===== config.mk =====
export PLATFORM = sky130hd
export DESIGN_NAME = pc_next_address
export DESIGN_NICKNAME = d
export VERILOG_FILES = /design/src/rtl/pc_next_pkg.sv /design/src/rtl/pc_calc_if.sv /design/src/rtl/pc_next_address.sv /design/src/rtl/pc_target_calc.sv
export SDC_FILE = /design/constraint.sdc
export NUM_CORES = 1
export LEC_CHECK = 0
export BUFFER_PORTS_ARGS = -buffer_cell sky130_fd_sc_hd__buf_2
export CAP_MARGIN = 10
export CORE_ASPECT_RATIO = 0.9
export CORE_MARGIN = 1.5
export CORE_UTILIZATION = 45
export DETAILED_ROUTE_END_ITERATION = 8
export MAX_ROUTING_LAYER = met4
export PLACE_DENSITY = 0.75
export REMOVE_ABC_BUFFERS = 1
export SYNTH_ARGS = -nofsm -noshare
export SYNTH_HDL_FRONTEND = slang
export SYNTH_SLANG_ARGS = --single-unit

===== constraint.sdc =====
create_clock -name sys_clk -period 4.19 [get_ports sys_clk]
set_input_delay 0.2095 -clock sys_clk [delete_from_list [all_inputs] [get_ports sys_clk]]
set_output_delay 0.2095 -clock sys_clk [all_outputs]
set_load 0.005 [all_outputs]

===== src/rtl/pc_next_pkg.sv =====
// shared constants, types and helpers for the program counter next-address logic
package pc_next_pkg;

  // ----------------------------------------------------------------------
  // widths and reset values
  // ----------------------------------------------------------------------
  localparam int          ADDR_W      = 16;
  localparam int          DISP_W      = 8;
  localparam int          LEN_W       = 3;
  localparam int          DISP_SIGN   = 7;
  localparam logic [15:0] PC_RESET    = 16'h0000;
  localparam logic [15:0] RET_RESET   = 16'h0000;
  localparam logic [2:0]  LEN_MIN     = 3'h1;

  // ----------------------------------------------------------------------
  // branch forms reported by the decoder
  // ----------------------------------------------------------------------
  typedef enum logic [2:0] {
    BR_NONE,
    BR_REL_UNCOND,
    BR_REL_COND,
    BR_ABS_JUMP,
    BR_ABS_CALL
  } branch_kind_type;

  // sign bit copied into every upper address bit
  function automatic logic [15:0] sign_extend(input logic [7:0] disp);
    sign_extend = {{8{disp[DISP_SIGN]}}, disp};
  endfunction : sign_extend

endpackage : pc_next_pkg


===== src/rtl/pc_calc_if.sv =====
// carrier between the counter register and its address adder
`timescale 1ns/1ns
interface pc_calc_if;
  logic [15:0] pc;
  logic [2:0]  len;
  logic [7:0]  disp;
  logic [15:0] seq_addr;
  logic [15:0] rel_target;

  modport requester  (output pc, output len, output disp, input seq_addr, input rel_target);
  modport calculator (input pc, input len, input disp, output seq_addr, output rel_target);
endinterface : pc_calc_if


===== src/rtl/pc_next_address.sv =====
// program counter with sequential, relative and absolute next-address selection
`timescale 1ns/1ns
// How it works
// - no branch: advance by instruction byte count
// - taken branch loads target instead of increment
// - relative target counts from next instruction start
// - displacement signed, reach -128 to +127
// - bit 7 is sign, fills upper bits
// - relative for short branch, conditionals when met
// - absolute call/branch loads 16-bit immediate
// - absolute targets reach the whole address space
module pc_next_address
  import pc_next_pkg::*;
#(
  parameter int MAX_LEN = 3
)(
  // clock and reset
  input  wire logic            sys_clk,
  input  wire logic            rst_n,
  // decoder side
  input  wire logic            instr_valid,
  input  wire logic [2:0]      instr_len,
  input  branch_kind_type      branch_kind,
  input  wire logic            cond_met,
  input  wire logic [7:0]      branch_displacement,
  input  wire logic [15:0]     branch_immediate,
  // fetch side
  output logic [15:0]          pc,
  output logic                 branch_taken,
  // stack side
  output logic [15:0]          return_addr,
  output logic                 return_valid
);

  // ----------------------------------------------------------------------
  // elaboration checks
  // ----------------------------------------------------------------------
  // instr_len is three bits wide, so no instruction can exceed seven bytes
  if (MAX_LEN < int'(LEN_MIN) || MAX_LEN > 7) begin : g_len_check
    $error("MAX_LEN must lie between 1 and 7");
  end

  // ----------------------------------------------------------------------
  // state
  // ----------------------------------------------------------------------
  logic [15:0] pc_reg;
  logic [15:0] pc_next;
  logic [15:0] ret_reg;
  logic        ret_valid_reg;
  logic        taken_reg;

  // ----------------------------------------------------------------------
  // adders
  // ----------------------------------------------------------------------
  // one adder chain serves both the sequential step and the relative target
  pc_calc_if calc_bus ();

  assign calc_bus.pc   = pc_reg;
  assign calc_bus.len  = instr_len;
  assign calc_bus.disp = branch_displacement;

  pc_target_calc u_calc (
    .calc (calc_bus.calculator)
  );

  // ----------------------------------------------------------------------
  // branch decode and selection
  // ----------------------------------------------------------------------
  wire take_rel;
  wire take_abs;
  wire is_call;

  // a conditional branch that fails falls through to the sequential path
  assign take_rel = instr_valid && ((branch_kind == BR_REL_UNCOND) ||
                    ((branch_kind == BR_REL_COND) && cond_met));
  assign take_abs = instr_valid && ((branch_kind == BR_ABS_JUMP) ||
                    (branch_kind == BR_ABS_CALL));
  assign is_call  = instr_valid && (branch_kind == BR_ABS_CALL);

  // absolute forms are checked first; the decoder never flags two forms at once
  // limitation: instr_len is trusted, a length above MAX_LEN is not caught here
  // immediate goes in unchanged, so no range limit applies
  assign pc_next = take_abs    ? branch_immediate :
                   take_rel    ? calc_bus.rel_target :
                   instr_valid ? calc_bus.seq_addr :
                   pc_reg;

  // ----------------------------------------------------------------------
  // next values of the flags
  // ----------------------------------------------------------------------
  wire        taken_next;
  wire        ret_valid_next;
  wire [15:0] ret_next;

  // the flag follows the selection, so it never disagrees with the counter
  assign taken_next     = take_rel || take_abs;
  // one-cycle pulse: any cycle without a call clears it
  assign ret_valid_next = is_call;
  // the old return address stands until the next call overwrites it
  assign ret_next       = is_call ? calc_bus.seq_addr : ret_reg;

  // ----------------------------------------------------------------------
  // registers
  // ----------------------------------------------------------------------
  // counter and branch indication
  always_ff @(posedge sys_clk or negedge rst_n) begin
    if (!rst_n) begin
      pc_reg    <= PC_RESET;
      taken_reg <= 1'b0;
    end else begin
      pc_reg    <= pc_next;
      taken_reg <= taken_next;
    end
  end

  // return address leaves on the same edge the counter loads the target
  always_ff @(posedge sys_clk or negedge rst_n) begin
    if (!rst_n) begin
      ret_reg       <= RET_RESET;
      ret_valid_reg <= 1'b0;
    end else begin
      ret_valid_reg <= ret_valid_next;
      ret_reg       <= ret_next;
    end
  end

  assign pc           = pc_reg;
  assign branch_taken = taken_reg;
  assign return_addr  = ret_reg;
  assign return_valid = ret_valid_reg;
endmodule : pc_next_address


===== src/rtl/pc_target_calc.sv =====
// address adders: next sequential address and relative branch target
`timescale 1ns/1ns
module pc_target_calc
  import pc_next_pkg::*;
(
  // operands in, addresses out
  pc_calc_if.calculator calc
);

  // ----------------------------------------------------------------------
  // adders
  // ----------------------------------------------------------------------
  wire [15:0] len_wide;
  wire [15:0] disp_wide;

  // carry out of bit 15 is dropped so addresses wrap in the 64 KiB space
  assign len_wide        = {13'h0000, calc.len};
  assign calc.seq_addr   = calc.pc + len_wide;
  assign disp_wide       = sign_extend(calc.disp);
  assign calc.rel_target = calc.seq_addr + disp_wide;

endmodule : pc_target_calc


### Word-level counts from Yosys, hierarchy flattened

Index checks and enable logic that the tools add are counted.

* register bits: 34
* input port bits: 34
* output and inout port bits: 34
* word-level logic and storage cells: 21

* $add $sub $neg: 2
* equal/unequal tests: 4
* multiplexer cells: 3
* reduce and logical (&&, ||, !) cells: 8

Operator list (number)
* $mux W16: 3
* $add A16 B16 Y16: 1
* $add A16 B3 Y16: 1
* $eq A3 B2 Y1 const B: 2
* $logic_and A1 B1 Y1: 4
* $eq A3 B1 Y1 const B: 1
* $eq A3 B3 Y1 const B: 1
* $logic_or A1 B1 Y1: 3
* $reduce_bool A3 Y1: 1

### Depth between registers and ports, before layout

Gate-level depths: netlist (run 1).

* depth after elaboration: 6
* gate-level depth with buffers: 14
* mapped depth without buffers: 14

### Cells and area by module

From an unflattened synthesis (run 1), not the netlist that was laid out.

* cells, all modules: 322
* area total of the unflattened synthesis: 2939.1 µm²

By module, submodules not included
* pc_next_address: times used 1, cells an instance 174, area each 1808.0 µm², sequential area each 850.8 µm²
* pc_target_calc: times used 1, cells an instance 148, area each 1131.1 µm², sequential area each 0.0 µm²

### Least setup slack after synthesis (run 1)

OpenSTA, ideal clock, no wires.

* kind: register -> register
* start: register pc_reg[0], in the netlist pc[0]
* end: register pc_reg[8], in the netlist pc[8]
* library setup time: 0.137 ns
* data arrival time: 3.054 ns
* slack: 0.999 ns
* cell stages (with the launch flop): 15
* period minus slack after synthesis: 3.191 ns
* cells stage by stage: dfrtp_1 -> ha_1 -> inv_1 -> fa_1 -> and2b_1 -> o21ai_0 -> xor2_1 -> inv_1 -> ha_1 -> a21o_1 -> a31o_2 -> a32o_1 -> or3_1 -> a21oi_1 -> o41ai_2

* word-level cells in the longest chain between the ends: 4
* elaborated cells on any way between the ends: 5
* those cells by class: add/sub: 2; mux: 3

RTL lines
* start, declared: RTL line pc_next_address.sv:46 `logic [15:0] pc_reg;`
* start signal, assigned: RTL line pc_next_address.sv:111 `pc_reg <= pc_next;`
* $add A16 B3 Y16: RTL line pc_target_calc.sv:18 `assign calc.seq_addr = calc.pc + len_wide;`
* via calc_bus.seq_addr[4]: RTL line pc_calc_if.sv:7 `logic [15:0] seq_addr;`
* $add A16 B16 Y16: RTL line pc_target_calc.sv:20 `assign calc.rel_target = calc.seq_addr + disp_wide;`
* $mux W16: RTL line pc_next_address.sv:84 `take_rel ? calc_bus.rel_target :`
* $mux W16: RTL line pc_next_address.sv:83 `assign pc_next = take_abs ? branch_immediate :`

The timed path passes the listed nets, and every way through them passes these cells. The select of a mux whose other input is x is not followed.
A chain may end at the register's enable or synchronous reset.

### Final worst setup path (run 1)

Same ends and word-level chain as after synthesis.

==> results of run 1 <==
-- critical path, cell delays in order, from the launching register on --
cell and delay (ns):
dfrtp_1 0.38, ha_1 0.19, inv_1 0.06, fa_1 0.40, and2b_1 0.29, o21ai_0 0.12, xor2_1 0.21, inv_1 0.11
ha_1 0.37, a21o_1 0.23, a31o_2 0.22, a32o_1 0.23, or3_1 0.31, a21oi_1 0.19, o41ai_2 0.08
-- worst min path at each step --
stage | startpoint | to | slack, ns | cells after the start
after CTS | rst_n | pc[3]$_DFFE_PN0P_ | 0.03 | 1
final | rst_n | pc[4]$_DFFE_PN0P_ | -0.002 | 1
after detailed placement | rst_n | pc[3]$_DFFE_PN0P_ | 0.33 | 1
after global routing | rst_n | return_addr[4]$_DFFE_PN0P_ | 0.08 | 1
after floorplan | rst_n | branch_taken$_DFF_PN0_ | -0.09 | 0
after global placement | rst_n | pc[2]$_DFFE_PN0P_ | 0.32 | 1
-- power breakdown --
group / switching, W / internal (W) / total (W)
Sequential: 0.000103 / 0.000433 / 0.000535
Clock: 0.000117 / 0.000133 / 0.000249
Combinational: 0.000592 / 0.000459 / 0.00105
Total: 0.000811 / 0.00102 / 0.00183
-- cells by family after synthesis --
family	count (synthesis)	synth area share [%]
and+or+nand+nor	121	20.6
AOI/OAI and AO/OA	100	26.0
DFF	34	31.1
buffers and inverters	25	3.98
xor gates and xnor gates	24	8.18
adders and majority gates	21	10.2
-- metrics by stage --
step	instances	hold slack [ns]
finish	458	-0.00208
global placement	450	0.323
global route	458	0.0756
detailed placement	450	0.328
floorplan	312	-0.0861
CTS	458	0.0262
-- cell type report --
cell class	count	area, µm²
multi-input combinational	266	1780
tap	70	87.6
inverter	12	45.0
clock inverter	1	5.00
clock buffer	7	86.3
sequential	34	851
fill	550	2560
timing repair buffer	68	343
-- routing by layer --
metal	share of wire [%]	vias up	wire length [µm]	track usage, %
li1	-	1307	-	-
met1	48	1224	3430	32.5
met2	46	88	3230	36.5
met3	4.9	8	350	1.83
met4	1.1	0	79	5.57
met5	0	-	0	-
-- placed cells by master, fill, tap and decap left out, types with 5 or more instances in the layout --
master    instances
a21o_1           10
nand3_1           8
ha_1             19
clkbuf_8          6
o211ai_1          5
and3_1            8
xnor2_1          12
xor2_1           11
a21oi_1          19
nand4_1           6
inv_1            12
nand2_1          65
o21ai_0          21
nor2_1           15
a211oi_1          5
buf_2            67
dfrtp_1          34
-- Yosys cell counts (2+ instances only) --
library cell	count	share of area, %
a211o_1	2	0.64
a211oi_1	5	1.4
a21o_1	10	2.7
a21oi_1	19	3.5
a22o_1	2	0.64
a22oi_1	4	1.1
a31oi_1	3	0.69
and3_1	8	1.8
buf_2	3	0.55
clkbuf_1	8	1.1
dfrtp_1	34	31
fa_1	2	1.5
ha_1	19	8.7
inv_1	12	1.6
nand2_1	65	8.9
nand2b_1	3	0.69
nand3_1	8	1.5
nand4_1	6	1.4
nor2_1	15	2.1
nor3_1	2	0.37
o2111ai_1	3	0.96
o211ai_1	5	1.4
o21ai_0	21	3.8
o21ai_2	2	0.64
o221ai_1	4	1.3
o2bb2ai_1	4	1.3
o31ai_1	2	0.55
or3_1	4	0.91
xnor2_1	12	3.8
xor2_1	11	3.5
==> results.json, run 1 <==
{
  "die_area_um2": 6560,
  "timing.rr.end": "pc[8]$_DFFE_PN0P_",
  "dieHeight_um": 77.0,
  "ys_ff_latch": 34,
  "post-route-util_pct": 55.5,
  "fin_nets": 442,
  "areaGrowthSynthToFinish_pct": 16.7,
  "cts_sinks": 34,
  "crit_end": "pc[8]$_DFFE_PN0P_",
  "synth_seq_area_share_pct": 31.1,
  "end_kind": "flip-flop",
  "cts.path.max_buffers": 2,
  "cts.repair.resized": 0,
  "total_power_w": 0.00183,
  "hold_violations": 8,
  "max-slew-margin-rel_pct": 48.5,
  "wl_mm": 7.09,
  "worst_slack_ns": 0.680,
  "die_x_um": 85.2,
  "clockRootBuffer": "clkbuf_8",
  "globalRouteOverflowTotal": 0,
  "drv_cap": 0,
  "vias": 2627,
  "synth_area_per_cell_um2": 8.42,
  "whs_ns": -0.00208,
  "post-place-ws_ns": 0.747,
  "postCtsHoldBufs": 0,
  "wl_per_cell_um": 15.5,
  "ios": 68,
  "start_util_pct": 47.5,
  "gp_congestion": 0.900,
  "p_per_area_nw_per_um2": 574,
  "required_ns": 4.34,
  "critPathLaunch": "pc[0]$_DFFE_PN0P_",
  "drt_iter0_drc": 162,
  "synth_edf_count": 0,
  "p_leak_nw": 1.59,
  "grt_usage_pct": 23.2,
  "clock_skew_ns": 0.00353,
  "clk_latency_ns": 0.28,
  "clk_pin_slew_ns": 0.07,
  "finalCritPeriodShare_pct": 83.8,
  "vdd_drop_max_v": 0.000266,
  "grt_pass1_wl_mm": 12.0,
  "setup_tns_ns": 0,
  "syn_area_um2": 2740,
  "drive_gt1_share_pct": 23.2,
  "fmax_mhz": 285,
  "numPortBuffers": 67,
  "cts_tree": "done",
  "ant_nets": 0,
  "drcViolationCount": 3,
  "first_global_vias": 2473,
  "post_cts_buffers": 0,
  "num_antenna_cells": 0,
  "crit_fanout": 6,
  "r2r_start": "pc[0]$_DFFE_PN0P_",
  "rsz0062_at_grt": "false",
  "firstDrtPassIters": 8,
  "synthCells": 325,
  "period_minus_slack_ns": 3.51,
  "num_rows": 26,
  "ys_types": 57,
  "place_area_um2": 3100,
  "avgViaCountPerCell": 5.74,
  "dp_hpwl_mm": 5.53,
  "synthFlopType": "dfrtp_1",
  "finalSetupViolCount": 0,
  "tightest_slew_ns": 0.772,
  "outcome": "finished with violations",
  "cts_buffers": 5,
  "hp-class": "in -> async",
  "yosys_warnings": 0,
  "rr_worst_depth": 14,
  "antenna_found_initial": 0,
  "r2r_setup_slack_ns": 0.68,
  "arrival_ns": 3.66,
  "async_reset_ff_share_pct": 100,
  "start_kind": "flip-flop",
  "core_um2": 5760,
  "grt_max_degree": 35,
  "htree_levels": 2,
  "slew_viol_final": 0,
  "final_area_um2": 3190,
  "violations": "design-rule violations, negative hold slack",
  "path_class": "reg -> reg"
}
No activity file was read; power rests on OpenSTA's default activity.
==> run 2: changes to the inputs <==
==> constraint.sdc (replaced) <==
create_clock -name sys_clk -period 3.4 [get_ports sys_clk]
set_input_delay 0.17 -clock sys_clk [delete_from_list [all_inputs] [get_ports sys_clk]]
set_output_delay 0.17 -clock sys_clk [all_outputs]
set_load 0.005 [all_outputs]
==> results.json, run 2 (synthesized netlist as in run 1, its figures left out) <==
{
  "hp-class": "in -> reg",
  "start_util_pct": 47.5,
  "cts_tree": "done",
  "min_path_cells": 3,
  "clockRootBuffer": "clkbuf_8",
  "worst_slack_ns": 0.143,
  "drive_gt1_share_pct": 27.8,
  "p_leak_nw": 1.64,
  "total_power_w": 0.00242,
  "finalSetupViolCount": 0,
  "clk_pin_slew_ns": 0.07,
  "r2r_start": "pc[0]$_DFFE_PN0P_",
  "dp_hpwl_mm": 5.80,
  "vias": 2739,
  "rr_worst_depth": 14,
  "multi_input_area_um2": 1830,
  "ios": 68,
  "dieHeight_um": 77.0,
  "vdd_drop_max_v": 0.000435,
  "cts.path.max_buffers": 2,
  "rsz0062_at_grt": "false",
  "fin_nets": 453,
  "max-slew-margin-rel_pct": 48.6,
  "path_class": "reg -> reg",
  "wl_per_cell_um": 16.0,
  "clk_latency_ns": 0.29,
  "cts_buffers": 5,
  "grt_max_degree": 35,
  "areaGrowthSynthToFinish_pct": 21.9,
  "p_per_area_nw_per_um2": 725,
  "violations": "design-rule violations",
  "regArea_um2": 851,
  "slew_viol_final": 0,
  "avgViaCountPerCell": 5.84,
  "crit_fanout": 5,
  "whs_ns": 0.142,
  "required_ns": 3.55,
  "hold_violations": 0,
  "timing.rr.end": "pc[8]$_DFFE_PN0P_",
  "gp_congestion": 0.934,
  "final_common_cell": "buf_2",
  "start_kind": "flip-flop",
  "firstDrtPassIters": 7,
  "clock_skew_ns": 0.00585,
  "grt_usage_pct": 24.4,
  "wl_mm": 7.51,
  "r2r_setup_slack_ns": 0.14,
  "hp-start": "branch_immediate[2]",
  "cp_common_cell": "inv_1",
  "globalRouteOverflowTotal": 0,
  "fmax_mhz": 307,
  "core_um2": 5760,
  "grt_pass1_wl_mm": 12.4,
  "die_x_um": 85.2,
  "crit_chain": "ha_2 > inv_1 > fa_2 > and2b_2 > o21ai_1 > xor2_1 > inv_1 > ha_4 > a21o_1 > a31o_2 > a32o_1 > or3_1 > a21oi_2 > o41ai_2",
  "arrival_ns": 3.41,
  "drv_cap": 0,
  "first_global_vias": 2507,
  "cp_slowest_cell": "dfrtp_1",
  "drt_iter0_drc": 217,
  "htree_levels": 2,
  "setup_tns_ns": 0,
  "antenna_found_initial": 0,
  "ant_nets": 0,
  "num_rows": 26,
  "numPortBuffers": 67,
  "num_antenna_cells": 0,
  "max_stage_delay_ns": 0.38,
  "outcome": "finished with violations",
  "final_cell_mix": "buf_2 (67), nand2_1 (65), dfrtp_1 (34)",
  "fill_cells": 539,
  "cts_sinks": 34,
  "post-place-ws_ns": 0.0138,
  "drcViolationCount": 3,
  "min_to": "pc[2]$_DFFE_PN0P_",
  "period_minus_slack_ns": 3.26,
  "tightest_slew_ns": 0.771,
  "die_area_um2": 6560,
  "end_kind": "flip-flop",
  "finalCritPeriodShare_pct": 95.8
}
## run 2: area by class of cell
type,count,share of cell area (%)
Inverter,12,1.35
Timing Repair Buffer,79,12.8
Clock inverter,1,0.150
Clock buffer,7,2.59
Tap cell,70,2.62
Multi-Input combinational cell,266,55.0
Sequential cell,34,25.5
## run 2: where the power goes
group	leakage, nW	internal, W	switching (W)
Clock	0.0482	0.000163	0.000145
Sequential	0.419	0.000533	0.000131
Combinational	1.17	0.000654	0.000792
Total	1.64	0.00135	0.00107
## run 2: how the worst max path moves through the flow
| stage | to | slack (ns) | startpoint | cells after the start |
|---|---|---|---|---|
| after global placement | pc[15]$_DFFE_PN0P_ | 0.05 | pc[0]$_DFFE_PN0P_ | 14 |
| after floorplan | pc[8]$_DFFE_PN0P_ | 0.21 | pc[0]$_DFFE_PN0P_ | 14 |
| final | pc[8]$_DFFE_PN0P_ | 0.14 | pc[0]$_DFFE_PN0P_ | 14 |
| after CTS | pc[15]$_DFFE_PN0P_ | 0.02 | pc[0]$_DFFE_PN0P_ | 14 |
| after global routing | pc[8]$_DFFE_PN0P_ | 0.003 | pc[0]$_DFFE_PN0P_ | 14 |
| after detailed placement | pc[15]$_DFFE_PN0P_ | 0.01 | pc[0]$_DFFE_PN0P_ | 14 |
## run 2: routing by layer
metal / vias up / global-route usage, % / wire [µm]
met5: - / - / 0
li1: 1325 / - / -
met3: 10 / 2.58 / 470
met1: 1307 / 35.0 / 3570
met2: 97 / 37.2 / 3370
met4: 0 / 5.41 / 104
## run 2: per-stage QoR
stage / area (µm²) / instances / util [%]
finish: 3340 / 469 / 58.0
global route: 3340 / 469 / 58.0
CTS: 3280 / 469 / 57.0
detailed placement: 3170 / 459 / 55.1
global placement: 3170 / 459 / 55.1
floorplan: 2670 / 312 / -
## run 2: what timing repair did
item | CTS | global route
hold buffers | 1 | 0
pin swaps | 1 | 2
hold endpoints to repair | 34 | 0
gates resized for setup | 0 | 13
setup buffers | 1 | 0
setup endpoints to repair | 1 | 8
## run 2: critical path: cells and delay by family, from the launching register on
family	cells	cell delay [ns]
AO/OA/AOI/OAI	6	0.98
XOR/XNOR	1	0.20
adder cells (fa/ha/maj)	3	0.77
AND/OR/NAND/NOR	2	0.60
flip-flops	1	0.38
buffers and inverters	2	0.18
==> run 3: changes to the inputs <==
--- a/config.mk
+++ b/config.mk
@@ -9,11 +9,11 @@
 export CAP_MARGIN = 10
 export CORE_ASPECT_RATIO = 0.9
 export CORE_MARGIN = 1.5
-export CORE_UTILIZATION = 45
+export CORE_UTILIZATION = 40
 export DETAILED_ROUTE_END_ITERATION = 8
-export MAX_ROUTING_LAYER = met4
-export PLACE_DENSITY = 0.75
+export PLACE_DENSITY = 0.69
 export REMOVE_ABC_BUFFERS = 1
+export SKIP_LAST_GASP = 1
 export SYNTH_ARGS = -nofsm -noshare
 export SYNTH_HDL_FRONTEND = slang
 export SYNTH_SLANG_ARGS = --single-unit
==> results.json, run 3 (synthesized netlist as in run 1, its figures left out) <==
{
  "share_comb_of_total_power_pct": 59.6,
  "finalCritPeriodShare_pct": 96.5,
  "slew_viol_final": 0,
  "clk_latency_ns": 0.29,
  "antenna_found_initial": 0,
  "p_seq_share_pct": 27.6,
  "dieHeight_um": 81.5,
  "post-route-util_pct": 50.9,
  "required_ns": 3.55,
  "place_area_um2": 3190,
  "whs_ns": 0.133,
  "fill_cells": 686,
  "numPortBuffers": 67,
  "rsz0062_at_grt": "true",
  "p_sw_share_pct": 43.8,
  "path_class": "reg -> reg",
  "grt_max_degree": 35,
  "p_int_w": 0.00135,
  "switching_power_w": 0.00105,
  "finalSetupViolCount": 0,
  "wl_mm": 7.63,
  "cts_buffers": 5,
  "globalRouteOverflowTotal": 0,
  "clock_skew_ns": 0.0126,
  "avgViaCountPerCell": 5.46,
  "start_kind": "flip-flop",
  "pwr-share-clk_pct": 12.8,
  "num_rows": 28,
  "cts_sinks": 34,
  "crit_fanout": 4,
  "num_antenna_cells": 0,
  "ant_nets": 0,
  "die_area_um2": 7350,
  "firstDrtPassIters": 4,
  "grt_usage_pct": 20.4,
  "core_um2": 6590,
  "clk_pin_slew_ns": 0.07,
  "drt_iter0_drc": 275,
  "clockRootBuffer": "clkbuf_8",
  "final_common_cell": "buf_2",
  "period_minus_slack_ns": 3.28,
  "wl_per_cell_um": 15.6,
  "drv_cap": 0,
  "total_power_w": 0.00240,
  "p_leak_nw": 1.64,
  "hp-class": "in -> reg",
  "cts.path.max_buffers": 2,
  "start_util_pct": 41.5,
  "cts_tree": "done",
  "areaGrowthSynthToFinish_pct": 22.5,
  "fin_nets": 454,
  "max-slew-margin-rel_pct": 47.8,
  "dp_hpwl_mm": 5.89,
  "final_area_um2": 3350,
  "gp_congestion": 0.935,
  "vdd_drop_max_v": 0.000215,
  "fmax_mhz": 305,
  "hold_violations": 0,
  "drcViolationCount": 0,
  "end_kind": "flip-flop",
  "grt_pass1_wl_mm": 12.0,
  "final_cell_mix": "buf_2 (67), nand2_1 (65), dfrtp_1 (34)",
  "vias": 2676,
  "post-place-ws_ns": 0.0352,
  "first_global_vias": 2428,
  "outcome": "finished clean",
  "ios": 68,
  "p_per_area_nw_per_um2": 718,
  "arrival_ns": 3.43,
  "drive_gt1_share_pct": 27.8,
  "tightest_slew_ns": 0.783,
  "worst_slack_ns": 0.119,
  "die_x_um": 90.2,
  "htree_levels": 2
}
run 3: stage by stage:
step           TNS [ns]  instances
2_1_floorplan         0        312
3_3_place_gp          0        478
3_5_place_dp          0        478
4_1_cts               0        487
5_1_grt          -0.298        490
6_report              0        490
run 3: layout make-up:
type	count	area [µm²]	area share, %
Clock buffer	7	86.3	2.58
Clock inverter	1	5.00	0.149
Inverter	12	45.0	1.34
Multi-Input combinational cell	266	1820	54.2
Sequential cell	34	851	25.4
Tap cell	90	113	3.36
Timing Repair Buffer	80	435	13.0
run 3: worst paths after layout:
path                                              from                          end  slack [ns]  depth (start not counted)
setup / recovery                     pc[0]$_DFFE_PN0P_            pc[8]$_DFFE_PN0P_        0.12                         14
hold / removal                     branch_immediate[2]            pc[2]$_DFFE_PN0P_        0.13                          3
setup reg to reg                     pc[0]$_DFFE_PN0P_            pc[8]$_DFFE_PN0P_        0.12                         14
hold reg to reg            return_addr[10]$_DFFE_PN0P_  return_addr[10]$_DFFE_PN0P_        0.47                          2
max in group asynchronous                        rst_n  return_addr[13]$_DFFE_PN0P_        2.38                          2
min in group asynchronous                        rst_n            pc[0]$_DFFE_PN0P_        0.51                          2
run 3: worst max-delay path: stages (launching register included):
cell and delay [ns]:
dfrtp_1 0.39, ha_2 0.20, inv_1 0.05, fa_2 0.35
and2b_2 0.26, o21ai_0 0.10, xor2_1 0.22, inv_1 0.09
ha_1 0.29, a21o_1 0.19, a31o_2 0.23, a32o_1 0.23
or3_1 0.32, a21oi_2 0.14, o41ai_2 0.07
run 3: metal layers:
metal  part of all wire, %  global-route usage, %
met1                    48                   28.5
met3                   3.9                   2.13
met5                     0                      0
met2                    47                   33.2
met4                   1.2                   7.30
run 3: timing repair:
item | 4_1_cts | 5_1_grt
setup buffers | 0 | 3
hold endpoints to repair | 34 | 0
hold buffers | 1 | 0
resized for setup | 0 | 11
endpoints found under the setup margin | 0 | 9
run 3: power groups by stage:
stage	logic (W)	registers (W)	clock network, W
2_1_floorplan	0.000883	0.000659	0
3_3_place_gp	0.00133	0.000661	0
3_5_place_dp	0.00135	0.000666	0
4_1_cts	0.00136	0.000659	0.000311
5_1_grt	0.00159	0.000685	0.000328
6_report	0.00143	0.000663	0.000309
